<file path="config.mk">
export PLATFORM = sky130hd
export DESIGN_NAME = supply_supervisor
export DESIGN_NICKNAME = d
export VERILOG_FILES = /design/src/common/supervisor_pkg.sv /design/src/common/timebase_if.sv /design/src/supply_supervisor.sv /design/src/timebase_div.sv
export SDC_FILE = /design/constraint.sdc
export NUM_CORES = 1
export LEC_CHECK = 0
export BUFFER_PORTS_ARGS = -buffer_cell sky130_fd_sc_hd__buf_2
export CAP_MARGIN = 15
export CORE_MARGIN = 10
export CORE_UTILIZATION = 45
export DETAILED_ROUTE_END_ITERATION = 8
export PLACE_DENSITY_LB_ADDON = 0.3
export SKIP_LAST_GASP = 1
export SLEW_MARGIN = 20
export SYNTH_ARGS = -nofsm -noshare
export SYNTH_HDL_FRONTEND = slang
export SYNTH_SLANG_ARGS = --single-unit
export TNS_END_PERCENT = 1
</file>
<file path="constraint.sdc">
create_clock -name ref_clk_i -period 2.35 [get_ports ref_clk_i]
set_input_delay 0.1175 -clock ref_clk_i [delete_from_list [all_inputs] [get_ports ref_clk_i]]
set_output_delay 0.1175 -clock ref_clk_i [all_outputs]
set_load 0.01 [all_outputs]
</file>
<file path="src/common/supervisor_pkg.sv">
// Constants, timing figures and state codes for the supply supervisor
package supervisor_pkg;

   // Fast clock rate and crystal-derived timebase rate
   localparam int unsigned CLK_HZ = 200_000_000;
   localparam int unsigned TIMEBASE_HZ = 32_768;

   // Fast-clock cycles per timebase tick, rounded down
   localparam int unsigned TIMEBASE_DIV_CYCLES = CLK_HZ / TIMEBASE_HZ;

   // Power-up and reset hold time, in ms
   localparam int unsigned POWERUP_HOLD_TIME_MS = 250;

   // Hold time in timebase ticks, rounded up
   localparam int unsigned POWERUP_HOLD_TICKS =
      (TIMEBASE_HZ * POWERUP_HOLD_TIME_MS + 999) / 1000;

   // Pushbutton debounce time, in ms
   localparam int unsigned DEBOUNCE_TIME_MS = 10;

   // Debounce time in timebase ticks, rounded up
   localparam int unsigned DEBOUNCE_TICKS =
      (TIMEBASE_HZ * DEBOUNCE_TIME_MS + 999) / 1000;

   // Watchdog period, in ms
   localparam int unsigned WATCHDOG_TIME_MS = 500;

   // Watchdog period in timebase ticks, rounded down
   localparam int unsigned WATCHDOG_TICKS = (TIMEBASE_HZ * WATCHDOG_TIME_MS) / 1000;

   // Level that the reset pin drive carries while enabled
   localparam logic RST_PIN_DRIVE_LEVEL = 1'b0;

   // Inactive level of the active-low SRAM enables
   localparam logic SRAM_ENABLE_OFF = 1'b1;

   // Supervisor states
   typedef enum logic [1:0] {
      ST_SUPPLY_LOW = 2'b00,
      ST_POWERUP = 2'b01,
      ST_RUN = 2'b10,
      ST_RESET_HOLD = 2'b11
   } sup_state_t;

endpackage : supervisor_pkg

</file>
<file path="src/common/timebase_if.sv">
// Timebase tick carried from the divider to the supervisor core
`timescale 1ns/1ps
interface timebase_if;
   logic tick;

   // Divider side drives the tick
   modport src (output tick);

   // Supervisor side consumes the tick
   modport sink (input tick);
endinterface : timebase_if

</file>
<file path="src/supply_supervisor.sv">
// Processor reset supervisor with watchdog, pushbutton and SRAM enable gating
//
// Summary of operation
// - High-byte SRAM enable goes low only with upper lane and ram enable low.
// - Low-byte SRAM enable goes low only with lower lane and ram enable low.
// - Reset asserted on bad supply, watchdog expiry, power-up interval, pushbutton.
// - External low on reset pin is debounced, then reset held at least 250 ms.
// - Reset pin is only pulled low or released, never driven high.
// - Host kicks watchdog low each period; a missed period asserts reset.
// - After supply becomes good, full access follows only after the 250 ms hold.
// - All inputs except supply and reset are ignored until the power-up hold has elapsed.
// - On supply return, reset stays active for 250 ms.
// - Bad supply or power-up hold forces both SRAM enables inactive high.
`timescale 1ns/1ps
module supply_supervisor #(
   parameter int unsigned DIV_CYCLES = supervisor_pkg::TIMEBASE_DIV_CYCLES,
   parameter int unsigned HOLD_TICKS = supervisor_pkg::POWERUP_HOLD_TICKS,
   parameter int unsigned DEBOUNCE_TICKS = supervisor_pkg::DEBOUNCE_TICKS,
   parameter int unsigned WATCHDOG_TICKS = supervisor_pkg::WATCHDOG_TICKS
) (
   // Clock and reset
   input wire logic ref_clk_i,
   input wire logic nrst_i,
   // Supply monitor
   input wire logic power_good_i,
   // Host processor side
   input wire logic watchdog_kick_n_i,
   input wire logic rst_pin_i,
   output logic rst_pin_o,
   output logic rst_pin_oe_o,
   // SRAM enable inputs from host
   input wire logic ram_enable_in_n_i,
   input wire logic upper_lane_enable_n_i,
   input wire logic lower_lane_enable_n_i,
   // SRAM enable outputs
   output logic sram_high_byte_enable_n_o,
   output logic sram_low_byte_enable_n_o,
   // Status
   output logic access_ready_o
);

   // Counter widths, each able to hold its terminal value
   localparam int unsigned HOLD_W = $clog2(HOLD_TICKS + 1);
   localparam int unsigned DB_W = $clog2(DEBOUNCE_TICKS + 1);
   localparam int unsigned WD_W = $clog2(WATCHDOG_TICKS + 1);
   localparam logic [HOLD_W-1:0] HOLD_LAST = HOLD_W'(HOLD_TICKS);
   localparam logic [DB_W-1:0] DB_LAST = DB_W'(DEBOUNCE_TICKS);
   localparam logic [WD_W-1:0] WD_LAST = WD_W'(WATCHDOG_TICKS);

   // Timebase tick from the divider
   timebase_if tb_bus ();

   timebase_div #(
      .DIV_CYCLES(DIV_CYCLES)
   ) u_timebase (
      .ref_clk_i(ref_clk_i),
      .nrst_i(nrst_i),
      .tb(tb_bus.src)
   );

   logic tick;
   assign tick = tb_bus.tick;

   supervisor_pkg::sup_state_t state_ff;
   supervisor_pkg::sup_state_t nxt_state;
   logic [HOLD_W-1:0] hold_cnt_ff;
   logic [HOLD_W-1:0] nxt_hold_cnt;
   logic [DB_W-1:0] db_cnt_ff;
   logic [DB_W-1:0] nxt_db_cnt;
   logic [WD_W-1:0] wd_cnt_ff;
   logic [WD_W-1:0] nxt_wd_cnt;
   logic rst_oe_ff;
   logic nxt_rst_oe;
   logic ce_hi_n_ff;
   logic nxt_ce_hi_n;
   logic ce_lo_n_ff;
   logic nxt_ce_lo_n;
   logic ready_ff;
   logic nxt_ready;

   // Event terms seen by the state machine
   logic hold_done;
   logic pb_fire;
   logic wd_fire;
   logic in_run;
   logic access_ok;

   // Terminal conditions of the tick counters
   always_comb begin
      hold_done = tick && (hold_cnt_ff == HOLD_LAST);
      pb_fire = tick && (db_cnt_ff == DB_LAST);
      wd_fire = tick && (wd_cnt_ff == WD_LAST);
      in_run = (state_ff == supervisor_pkg::ST_RUN);
      // SRAM reachable only with good supply after the power-up hold
      access_ok = power_good_i &&
         ((state_ff == supervisor_pkg::ST_RUN) ||
          (state_ff == supervisor_pkg::ST_RESET_HOLD));
   end

   // Next state of the supervisor
   always_comb begin
      nxt_state = state_ff;
      if (!power_good_i) begin
         nxt_state = supervisor_pkg::ST_SUPPLY_LOW;
      end else begin
         case (state_ff)
            supervisor_pkg::ST_SUPPLY_LOW: begin
               nxt_state = supervisor_pkg::ST_POWERUP;
            end
            supervisor_pkg::ST_POWERUP: begin
               // Nothing but supply and the hold counter is looked at here
               if (hold_done) begin
                  nxt_state = supervisor_pkg::ST_RUN;
               end
            end
            supervisor_pkg::ST_RUN: begin
               if (pb_fire || wd_fire) begin
                  nxt_state = supervisor_pkg::ST_RESET_HOLD;
               end
            end
            supervisor_pkg::ST_RESET_HOLD: begin
               if (hold_done) begin
                  nxt_state = supervisor_pkg::ST_RUN;
               end
            end
            default: begin
               nxt_state = supervisor_pkg::ST_SUPPLY_LOW;
            end
         endcase
      end
   end

   // Hold counter runs in every state up to its terminal value, cleared on each state change
   always_comb begin
      nxt_hold_cnt = hold_cnt_ff;
      if (nxt_state != state_ff) begin
         nxt_hold_cnt = '0;
      end else if (tick && (hold_cnt_ff != HOLD_LAST)) begin
         nxt_hold_cnt = hold_cnt_ff + HOLD_W'(1);
      end
   end

   // Pushbutton debounce counts ticks of a steady external low
   // Own pull is excluded so the device never re-triggers on its own reset
   always_comb begin
      nxt_db_cnt = '0;
      if (in_run && !rst_oe_ff && !rst_pin_i && (nxt_state == state_ff)) begin
         nxt_db_cnt = db_cnt_ff;
         if (tick && (db_cnt_ff != DB_LAST)) begin
            nxt_db_cnt = db_cnt_ff + DB_W'(1);
         end
      end
   end

   // Watchdog counts ticks since the last kick while running
   always_comb begin
      nxt_wd_cnt = '0;
      if (in_run && watchdog_kick_n_i && (nxt_state == state_ff)) begin
         nxt_wd_cnt = wd_cnt_ff;
         if (tick && (wd_cnt_ff != WD_LAST)) begin
            nxt_wd_cnt = wd_cnt_ff + WD_W'(1);
         end
      end
   end

   // Output next values: reset pull, gated SRAM enables, ready flag
   always_comb begin
      nxt_rst_oe = (nxt_state != supervisor_pkg::ST_RUN);
      nxt_ce_hi_n = supervisor_pkg::SRAM_ENABLE_OFF;
      nxt_ce_lo_n = supervisor_pkg::SRAM_ENABLE_OFF;
      if (access_ok && !ram_enable_in_n_i) begin
         nxt_ce_hi_n = upper_lane_enable_n_i;
         nxt_ce_lo_n = lower_lane_enable_n_i;
      end
      nxt_ready = (nxt_state == supervisor_pkg::ST_RUN);
   end

   // State and counter registers
   always_ff @(posedge ref_clk_i or negedge nrst_i) begin
      if (!nrst_i) begin
         state_ff <= supervisor_pkg::ST_SUPPLY_LOW;
         hold_cnt_ff <= '0;
         db_cnt_ff <= '0;
         wd_cnt_ff <= '0;
      end else begin
         state_ff <= nxt_state;
         hold_cnt_ff <= nxt_hold_cnt;
         db_cnt_ff <= nxt_db_cnt;
         wd_cnt_ff <= nxt_wd_cnt;
      end
   end

   // Output registers; reset pulls the pin and shuts the SRAM off
   always_ff @(posedge ref_clk_i or negedge nrst_i) begin
      if (!nrst_i) begin
         rst_oe_ff <= 1'b1;
         ce_hi_n_ff <= supervisor_pkg::SRAM_ENABLE_OFF;
         ce_lo_n_ff <= supervisor_pkg::SRAM_ENABLE_OFF;
         ready_ff <= 1'b0;
      end else begin
         rst_oe_ff <= nxt_rst_oe;
         ce_hi_n_ff <= nxt_ce_hi_n;
         ce_lo_n_ff <= nxt_ce_lo_n;
         ready_ff <= nxt_ready;
      end
   end

   // Open-drain reset: drive level is always low, only the enable moves
   assign rst_pin_o = supervisor_pkg::RST_PIN_DRIVE_LEVEL;
   assign rst_pin_oe_o = rst_oe_ff;

   // SRAM enables and status
   assign sram_high_byte_enable_n_o = ce_hi_n_ff;
   assign sram_low_byte_enable_n_o = ce_lo_n_ff;
   assign access_ready_o = ready_ff;

endmodule : supply_supervisor

</file>
<file path="src/timebase_div.sv">
// Divider making a one-cycle tick at the crystal timebase rate
`timescale 1ns/1ps
module timebase_div #(
   parameter int unsigned DIV_CYCLES = supervisor_pkg::TIMEBASE_DIV_CYCLES
) (
   // Clock and reset
   input wire logic ref_clk_i,
   input wire logic nrst_i,
   // Tick out
   timebase_if.src tb
);

   localparam int unsigned DIV_W = (DIV_CYCLES > 1) ? $clog2(DIV_CYCLES) : 1;
   localparam logic [DIV_W-1:0] DIV_LAST = DIV_W'(DIV_CYCLES - 1);

   logic [DIV_W-1:0] div_cnt_ff;
   logic [DIV_W-1:0] nxt_div_cnt;
   logic tick_ff;
   logic nxt_tick;

   // Wrap the counter and flag the wrap cycle
   always_comb begin
      nxt_tick = (div_cnt_ff == DIV_LAST);
      if (div_cnt_ff == DIV_LAST) begin
         nxt_div_cnt = '0;
      end else begin
         nxt_div_cnt = div_cnt_ff + DIV_W'(1);
      end
   end

   // Divider registers
   always_ff @(posedge ref_clk_i or negedge nrst_i) begin
      if (!nrst_i) begin
         div_cnt_ff <= '0;
         tick_ff <= 1'b0;
      end else begin
         div_cnt_ff <= nxt_div_cnt;
         tick_ff <= nxt_tick;
      end
   end

   assign tb.tick = tick_ff;

endmodule : timebase_div
</file>
# Word level (Yosys, flattened, before mapping)
# Cells that the tools add are included.
# Widths: inputs -> output; s select.
[word_totals] inputBits=8 wordCells=64 ram_bits=0 ff_bits=58 mem_bits_ro=0 n_memories=0 out_inout_bits=5 latch_bits=0
[classes] shift=0 reduce_logical=21 muxes=13 n_bitwise=0 addsub=4 multipliers=0 magnitude_cmp=0 div=0 eq_ne=16
[op_table] cell="$mux 15" count=2
[op_table] cell="$mux 14" count=2
[op_table] cell="$mux 9" count=2
[op_table] cell="$add 15x1->15 const B" count=1
[op_table] cell="$eq 15x15->1 const B" count=1
[op_table] cell="$ne 15x15->1 const B" count=1
[op_table] cell="$add 14x1->14 const B" count=1
[op_table] cell="$eq 14x14->1 const B" count=1
[op_table] cell="$ne 14x14->1 const B" count=1
[op_table] cell="$add 13x1->13 const B" count=1
[op_table] cell="$eq 13x13->1 const B" count=1
[op_table] cell="$logic_and 1x1->1" count=13
[op_table] cell="$mux 13" count=1
[op_table] cell="$add 9x1->9 const B" count=1
[op_table] cell="$eq 9x9->1 const B" count=1
[op_table] cell="$ne 9x9->1 const B" count=1
[op_table] cell="$eq 2x2->1 const B" count=3
[op_table] cell="$mux 2" count=3
[op_table] cell="$pmux 2 s3" count=1
[op_table] cell="$ne 2x1->1 const B" count=2
[op_table] cell="$logic_not 1->1" count=3
[op_table] cell="$eq 2x1->1 const B" count=1
[op_table] cell="$eq 2x2->1" count=1
[op_table] cell="$logic_not 2->1" count=1
[op_table] cell="6 further kinds" count=8

# Logic depth before layout (Yosys ltp)
# Gate-level depths: netlist (run 1).
[depth] ltp_word=9 depth_mapped=7 ltp_nobuf=6

# By module
# Synthesis (run 1) repeated with hierarchy kept, for this count alone.
[unflattened] cells_unflattened=295 area_unflattened_um2=2911.5
[modules_own_cells] module="supply_supervisor" cells_per_inst=232 area_per_inst_um2=2224.6 seq_area_each_um2=1104.8 n_inst=1
[modules_own_cells] module="timebase_div" cells_per_inst=63 area_per_inst_um2=686.9 seq_area_each_um2=350.3 n_inst=1

# Least setup slack after synthesis (run 1)
# Ideal clock, no wire load.
[synth_timing] path_type="register to register" from="reg wd_cnt_ff[0]" to="reg hold_cnt_ff[11]" setup_ps=134 required_time_ps=2216 stages_incl_launch_ff=8 path_buffers=1 path_slack_ps=466 arrival_ps=1749 synth_period_minus_slack_ps=1884 cell_sequence="dfrtp_1 inv_1 ha_1 nor4b_1 nand4_1 a211oi_2 buf_2 nor3_1"
[synth_between] elab_chain_len=8
[synth_rtl] item="start, declared" line_no="supply_supervisor.sv:70" text="logic [WD_W-1:0] wd_cnt_ff;"
[synth_rtl] item="start signal, assigned" line_no="supply_supervisor.sv:189" text="wd_cnt_ff <= nxt_wd_cnt;"
[synth_rtl] item="$eq 15x15->1 (*)" line_no="supply_supervisor.sv:92" text="wd_fire = tick && (wd_cnt_ff == WD_LAST);"
[synth_rtl] item="$logic_and 1x1->1 (*)" line_no="supply_supervisor.sv:92"
[synth_rtl] item="$logic_or 1x1->1 (*)" line_no="supply_supervisor.sv:117" text="if (pb_fire || wd_fire) begin"
[synth_rtl] item="$mux 2 (*)" line_no="supply_supervisor.sv:117"
[synth_rtl] item="$pmux 2 s3 (*)" line_no="supply_supervisor.sv:106" text="case (state_ff)"
[synth_rtl] item="$mux 2 (*)" line_no="supply_supervisor.sv:103" text="if (!power_good_i) begin"
[synth_rtl] item="$ne 2x2->1 (*)" line_no="supply_supervisor.sv:136" text="if (nxt_state != state_ff) begin"
[synth_rtl] item="$mux 14 or $reduce_bool 2->1 (tied branches)"
[synth_rtl] item="end signal, assigned" line_no="supply_supervisor.sv:187" text="hold_cnt_ff <= nxt_hold_cnt;"
[synth_rtl] item="end, declared" line_no="supply_supervisor.sv:66" text="logic [HOLD_W-1:0] hold_cnt_ff;"
# Mark *: on every way between the ends. The rest lies on a longest branch, timed or not.
# A chain may end at the register's enable or synchronous reset.

# Final worst setup path (run 1)
[layout_timing] from="reg wd_cnt_ff[0]" to="reg wd_cnt_ff[3]"
[layout_between] elab_chain_len=9
[layout_rtl] item="$eq 15x15->1" line_no="supply_supervisor.sv:92"
[layout_rtl] item="$logic_and 1x1->1" line_no="supply_supervisor.sv:92"
[layout_rtl] item="$logic_or 1x1->1" line_no="supply_supervisor.sv:117"
[layout_rtl] item="$mux 2" line_no="supply_supervisor.sv:117"
[layout_rtl] item="$pmux 2 s3" line_no="supply_supervisor.sv:106"
[layout_rtl] item="$mux 2" line_no="supply_supervisor.sv:103"
[layout_rtl] item="$eq 2x2->1" line_no="supply_supervisor.sv:158" text="if (in_run && watchdog_kick_n_i && (nxt_state == state_ff)) begin"
[layout_rtl] item="$logic_and 1x1->1" line_no="supply_supervisor.sv:158"
[layout_rtl] item="$ne 2x1->1 (no source line) or $mux 15 (tied branches)"
# Several ways; a longest one is shown, not always the timed one. The select of a mux whose other input is x is not followed.

==> summary by stage, run 1 <==
Global routing
The initial antenna violation count came to 0. The pin count of the biggest net entering global routing is 33. For this run the aggregate overflow at the end of global routing stands at 0. The number of global-route vias before repair is 2302. The first global-routing pass estimated 10380 µm of wire.

The global routing usage summed across all routing layers is 12.37%.

Route
The final layout contains routed wiring with a total length of 5862 µm. Using the TritonRoute via totals, the vias-per-cell ratio works out to 5.572. The routed length per placed instance is between 10 and 15 µm. The number of routed nets with antenna violations is 0. The detailed router placed 2279 vias in this run. The number of violations reported at the end of detailed-routing iteration 0 is 60. The first detailed-routing pass took 4 iterations. The post-detailed-route DRC marker count is 0.

Power
The internal power is 1.560 mW. Power spread over the standard cell area amounts to 568.2 nW/µm². The share of power burned in registers is 51.0%.

IR analysis of the VDD net gives a maximum drop of 439.3 µV. Summed over all nets, the switching power comes to 403.3 µW. The switching portion of total power is 20.54%. Per report_power, the clock group accounts for 46.5% of the total. The share of total power dissipated in combinational logic is 2.5%. The total leakage power is 1.388 nW.

Floorplanning
The floorplan step set the die height to 102.2 µm. 13 I/O pins were placed. The core region is 6459 µm². The initial core utilization is 47.04%. The site row count is 29. The die span in x is 102.2 µm. The overall die area is 10440 µm².

Worst setup path
The highest cell delay on the worst timing path is 0.41 ns. The worst flop-to-flop path endpoint is wd_cnt_ff[3]. Along the worst path, the maximum fanout reaches 15.

By startpoint and endpoint, the worst setup path is classified as reg2reg. The arrival time at the worst endpoint is ~2.1 ns. The cell with the largest stage delay on the worst path is dfrtp_1. The register-to-register setup slack is 0.45 ns.

Walking the worst path, the cells encountered are inv_1, ha_1, nor4b_1, nand4_1, a21oi_1, buf_4, nor3_1. For the worst setup path, the data required time is roughly 2.6 ns. Counting cells, the worst reg-to-reg path comes to 7. The startpoint type of the worst setup path is a flip-flop. The worst reg2reg path startpoint is wd_cnt_ff[0]. The endpoint type of the worst setup path is a flip-flop.

Clock network
The clock reaches the later pin of the worst-skew pair after between 0.3 and 0.4 ns. The CTS H-tree depth is 3. The number of CTS-inserted buffers is 9. CTS placed an instance of clkbuf_8 at the clock tree root. Clock-pin slew was measured on the worst setup and hold paths at 0.06 ns. The number of gates given a new drive strength after cts is 0.

The CTS tree is built. The clock sink count is 58. The clock passes through at most 2 buffers.

Logic synthesis
Averaged over all synthesized cells, the footprint is 9.993 µm². The net count after synthesis is 320. After synthesis the cells add up to between 3000 and 4000 µm².

The gate count after technology mapping is about 300. In the post-synthesis netlist, the biggest area contributors are dfrtp_1 45%, xor2_1 7.8%, nor3_1 5.9%. The share of async-settable or async-resettable flops after synthesis is 100.0%. In this run the biggest area consumer among cell types represents 45.30% of the synthesized area. In this run, distinct cell masters in the synthesized netlist total 46. The sequential fraction of the synthesis area is 47.90%.

The flip-flop cell with the highest count after synthesis is dfrtp_1. Counting flops and latches in the post-synthesis netlist gives 58. During synthesis, Yosys emitted a total of 0 warnings. The number of enable-type register cells in the synthesized netlist is 0. The cell type with the largest total area after synthesis is dfrtp_1.

Final layout
The filler cells instantiated in the layout total slightly below 600. The multi-input combinational cell area is 1486 µm². 0 antenna diodes ended up in the layout. The final net count is 343. The sequential cells in the finished layout cover a total of 1455 µm².

The synthesis-to-finish area growth is 13.76%. The fraction of layout cells with a size suffix above 1 is 12.95%. The top cell types in the final layout, fill and taps aside, are 55 x dfrtp_1, 36 x nor3_1, 27 x xor2_1. The most frequent standard cell in the layout excluding fill and tap cells is dfrtp_1.

Timing
Hold timing on the final database bottoms out at a slack of 0.07273 ns. The final-report hold violation count was 0. The portion of the clock cycle consumed by the worst path in the final layout is 80.90%. Headroom to the max-slew limit came out at 58.39%.

The worst clock skew on the final layout is 0.008970 ns. The total setup violations reported at the end of the flow is 0. Setup repair after global routing left no endpoint under its margin.

The worst-margin pin slew is 0.6242 ns. The max-slew violation count is 0. Counting I/O delays and the setup requirement, the final critical path takes 1.901 ns. The final-layout setup total negative slack is 0 ns. For this run, the top clock speed supported by timing is 0.5260 GHz.

Flow run
The number of max-cap violations is 0.

Placement
The number of port buffers is 11. The weighted congestion at the end of routability-driven global placement is 0.7969. The total half-perimeter wirelength after legalization and detailed placement is 4095 µm.

Hold path
The path with the worst hold slack has its endpoint at rst_pin_oe_o. The worst hold path was traced through 2 stages. The critical hold path startpoint is power_good_i. In this run the worst hold path is classified as in2reg.

Run status
The run finished with clean final reports.
[power by group through the flow]
stage	registers [mW]	clock network [mW]	logic (mW)
floorplan	1.02	0	0.0124
global placement	1.02	0	0.0469
detailed placement	1.02	0	0.0477
CTS	1.00	0.940	0.0515
global route	1.00	0.987	0.0568
finish	1.00	0.913	0.0493
[stage by stage]
stage	area [µm²]	utilization, %	setup WS [ns]	total power [mW]	std cells
global route	3456	53.51	0.1717	2.044	409
CTS	3456	53.51	0.4349	1.992	409
detailed placement	3207	49.65	0.4506	1.067	388
global placement	3207	49.65	0.5390	1.066	388
floorplan	3038	-	0.4664	1.031	304
finish	3456	53.51	0.4488	1.964	409
[final cells by class]
cell class | instances | area share (%)
Multi-Input combinational cell | 223 | 43.01
Sequential cell | 58 | 42.11
Timing Repair Buffer | 24 | 5.141
Clock buffer | 13 | 4.598
Tap cell | 77 | 2.788
Inverter | 11 | 1.195
Clock inverter | 3 | 1.159
[registers in the layout (all words and copies together) (netlist names)]
name / count
wd_cnt_ff: 15
hold_cnt_ff: 14
u_timebase.div_cnt_ff: 13
db_cnt_ff: 9
state_ff: 2
access_ready_o: 1
rst_pin_oe_o: 1
sram_high_byte_enable_n_o: 1
sram_low_byte_enable_n_o: 1
u_timebase.tb.tick: 1
[layer usage]
layer	vias up	wire, µm	global-route usage (%)
met5	-	0	0
met4	0	24	4.664
met3	2	232	4.184
met2	32	2830	19.65
met1	1102	2775	15.23
li1	1143	-	-
[cell families after synthesis]
kind of cell               after synthesis  synth area share, %
buffers and inverters                   23                3.171
AOI/OAI and AO/OA                       25                5.890
xor gates and xnor gates                40                11.53
other                                    1               0.1234
DFF                                     58                47.90
and+or+nand+nor                        146                27.10
adders and majority gates                8                3.295
muxes                                    3               0.9885
[how the worst max path moves through the flow]
stage,start,end,slack [ns],cells past startpoint
2_1_floorplan,wd_cnt_ff[0],hold_cnt_ff[11],0.47,7
3_3_place_gp,wd_cnt_ff[0],hold_cnt_ff[12],0.54,7
3_5_place_dp,wd_cnt_ff[0],wd_cnt_ff[3],0.45,7
4_1_cts,wd_cnt_ff[0],wd_cnt_ff[3],0.43,7
5_1_grt,wd_cnt_ff[0],wd_cnt_ff[3],0.17,7
6_report,wd_cnt_ff[0],wd_cnt_ff[3],0.45,7
[critical path: cells and delay by family, from the launching register on]
kind	cells	cell delay, ns
fa+ha+maj	1	0.13
simple gates	3	0.68
buf+inv	2	0.31
flops	1	0.41
compound gates	1	0.23
[synthesized netlist by cell type, drive strengths merged, types with 3 or more instances]
cell type,count
ha,8
buf,5
xnor2,13
nand2,14
clkbuf,7
nor4,5
xor2,27
or3,6
inv,11
nand3,15
dfrtp,55
or4,3
nor4b,3
nor2,20
a211oi,7
and4,6
and3,7
nor3,36
nand4,20
mux2i,3
dfstp,3
o21ai,6
[what timing repair did]
| action | in CTS | in global routing |
|---|---|---|
| endpoints found under the setup margin | 0 | 0 |
| hold buffers | 5 | 0 |
| buffers inserted | 0 | 0 |
| hold endpoints to repair | 25 | 0 |
(Power assumes the default switching activity.)
==> inputs of run 2 (changes only) <==
clock period = 1.7 ns   (was 2.35 ns; I/O delays follow)
==> run 2 against run 1 <==
- the flow now finishes with violations (negative setup slack)
- worst hold slack got worse by 0.048 ns
- combinational power increased by 48%
- clock-buffer cell count decreased by 2
- total power increased by 41%
- flip-flop and latch count unchanged
- cell count increased by 8.1%
- routed wire length increased by 9.6%
- clock skew increased by 0.0018 ns
- critical endpoint is now db_cnt_ff[7]
==> summary by stage, run 2 (synthesized netlist as in run 1, its figures left out) <==
Timing
The max-slew violation count is 0 (unchanged). The minimum clock period is 1.726 ns (was 1.901 ns). The smallest hold slack was 0.02470 ns (was 0.07273 ns). Unrepaired setup endpoints after global routing: true (was false).

The total setup violations reported at the end of the flow is 33 (was 0). The portion of the clock cycle consumed by the worst path in the final layout is 101.5% (was 80.90%). The worst-margin pin slew came to 0.6516 ns (was 0.6242 ns).

The timing-limited maximum frequency is 0.5793 GHz (was 0.5260 GHz). The worst clock skew on the final layout came to 0.01074 ns (was 0.008970 ns). The worst path setup slack after routing is -0.02612 ns (was 0.4488 ns).

The final-report hold violation count came to 0 (unchanged). The final-layout setup total negative slack is -0.5314 ns (was 0 ns). The relative max-transition margin was 56.56% (was 58.39%).

Floorplanning
The core box area is 6459 µm² (unchanged). The site row count is 29 (unchanged). The initial core utilization is 47.04% (unchanged). The die height is 102.2 µm (unchanged). The die span in x was 102.2 µm (unchanged). The number of top-level pins is 13 (unchanged). The overall die area is 10440 µm² (unchanged).

Final layout
The most frequent standard cell in the layout excluding fill and tap cells is dfrtp_1 (unchanged). The top register by number of flip-flops is wd_cnt_ff (unchanged). The antenna cell count is 0 (unchanged). Largest registers ranked by flip-flop count: wd_cnt_ff x15, hold_cnt_ff x14, u_timebase.div_cnt_ff x13 (unchanged). The number of flip-flops in the largest register is 15 (unchanged). The fill cell instance count of the final layout is 558 (was 585). The fraction of layout cells with a size suffix above 1 is 22.19% (was 12.95%). The number of non-filler instances in the completed layout is 442 (was 409). Commonest cells after routing, fill and taps aside: 55 x dfrtp_1, 40 x buf_4, 36 x nor3_1 (was 55 x dfrtp_1, 36 x nor3_1, 27 x xor2_1). The final net count was 376 (was 343).

The synthesis-to-finish area growth is 23.23% (was 13.76%).

Clock network
The buffers inserted during post-CTS setup optimization was 0 (unchanged). The later-pin clock latency in the skew report came to 0.34 ns (was 0.33 ns). The CTS tree is built (unchanged).

The number of CTS-inserted buffers is 9 (unchanged). The root buffer cell was clkbuf_8 (unchanged). The number of buffers on the longest clock path is 2 (unchanged). The clock transition time at the flip-flop clock pins of the worst setup and hold paths is 0.07 ns (was 0.06 ns). The clock sink count is 58 (unchanged). The CTS H-tree depth is 3 (unchanged).

Global routing
The number of global-route vias before repair is 2453 (was 2302). The wire length of the first global-routing pass is 11480 µm (was 10380 µm). The global routing usage summed across all routing layers is 13.79% (was 12.37%).

The pin count of the biggest net entering global routing was 29 (was 33). The overflow left after global routing is 0 (unchanged). The initial antenna violation count was 0 (unchanged).

Worst setup path
The type of the setup path with the least slack is reg2reg (unchanged). The endpoint type of the worst setup path is a flip-flop (unchanged). The arrival time at the worst endpoint came to 1.95 ns (was 2.10 ns).

The required time at the worst-slack endpoint came to 1.92 ns (was 2.55 ns). The peak fanout along the critical path came to 10 (was 15). The startpoint type of the worst setup path is a flip-flop (unchanged).

Power
The peak supply drop is 452.0 µV (was 439.3 µV). The ratio of total power to cell area came to 737.5 nW/µm² (was 568.2 nW/µm²). The total chip power is 2.761 mW (was 1.964 mW). The total leakage power is 1.580 nW (was 1.388 nW).

Placement
The post-placement setup slack is -0.07916 ns (was 0.4506 ns). The number of port buffers is 11 (unchanged). The instance count after placement with tap cells included is 421 (was 388). The total half-perimeter wirelength after legalization and detailed placement is 4635 µm (was 4095 µm). The weighted congestion at the end of routability-driven global placement is 0.8281 (was 0.7969).

Route
The total length of routed wires came to 6427 µm (was 5862 µm). The number of routed nets with antenna violations is 0 (unchanged). The total iterations of the first detailed-routing run is 4 (unchanged). The post-detailed-route DRC marker count was 0 (unchanged). The post-detailed-route via-to-cell ratio is 5.430 (was 5.572). The number of violations reported at the end of detailed-routing iteration 0 is 57 (was 60). The total number of vias came to 2400 (was 2279).

The routed length per placed instance is 14.54 µm (was 14.33 µm).

Run status
Outcome: finished, violations left (was completed). The final reports fail on negative setup slack.

Hold path
The path category of the worst min-delay check is in2reg (unchanged).

Flow run
The number of max-cap violations came to 0 (unchanged).
==> run 2: changes by cell type in the layout (fill, tap and decap cells not counted), sizes merged <==
cell	delta
buf	+33
clkbuf	-2
clkinv	+1
clkinvlp	+1
==> run 2: final timing paths <==
kind                                                 from                         to  slack (ns)  depth (start not counted)
max in group asynchronous                          nrst_i              wd_cnt_ff[12]        0.81                          3
worst min register to register  u_timebase.div_cnt_ff[11]  u_timebase.div_cnt_ff[11]        0.50                          1
worst max-delay path                         wd_cnt_ff[2]               db_cnt_ff[7]       -0.03                          5
worst min-delay path                         power_good_i               rst_pin_oe_o        0.02                          2
min in group asynchronous                          nrst_i               db_cnt_ff[5]        0.30                          2
worst max register to register               wd_cnt_ff[2]               db_cnt_ff[7]       -0.03                          5
==> run 2: cell type report <==
cell class	count	area (µm²)	share of cell area, %
multi-input cells	223	1521	40.64
repair buffers	57	425.4	11.36
clock inverters	5	52.55	1.404
flip-flops and latches	58	1455	38.87
well taps	77	96.34	2.574
clock buffers	11	151.4	4.044
inverters	11	41.29	1.103
==> run 2: metal layers <==
| metal | global-route usage (%) | vias to the layer above | routed length [µm] |
|---|---|---|---|
| met5 | 0 | - | 0 |
| met4 | 4.664 | 0 | 47 |
| met3 | 4.588 | 4 | 200 |
| met2 | 21.14 | 21 | 3085 |
| met1 | 17.89 | 1164 | 3093 |
| li1 | - | 1211 | - |
==> run 2: critical path: stages, from the launching register on <==
cell	delay (ns)
dfrtp_1	0.43
nor4_1	0.40
nand4_1	0.26
a21oi_2	0.24
buf_4	0.20
nor3_1	0.07
==> run 2: through the flow <==
step / utilization, % / cell area, µm²
finish: 57.96 / 3744
global route: 57.96 / 3744
CTS: 57.96 / 3744
detailed placement: 53.89 / 3481
global placement: 53.89 / 3481
floorplan: - / 3072
==> run 2: what timing repair did <==
action                     CTS  global route
setup endpoints to repair   38            41
pin swaps                    2             0
hold buffers                 5             0
hold endpoints to repair    25             0
resized for setup            1             0
==> run 2: report_power, final <==
group / switching [mW] / internal, mW
combinational: 0.0470 / 0.0262
clock: 0.556 / 0.748
sequential: 0.00149 / 1.38
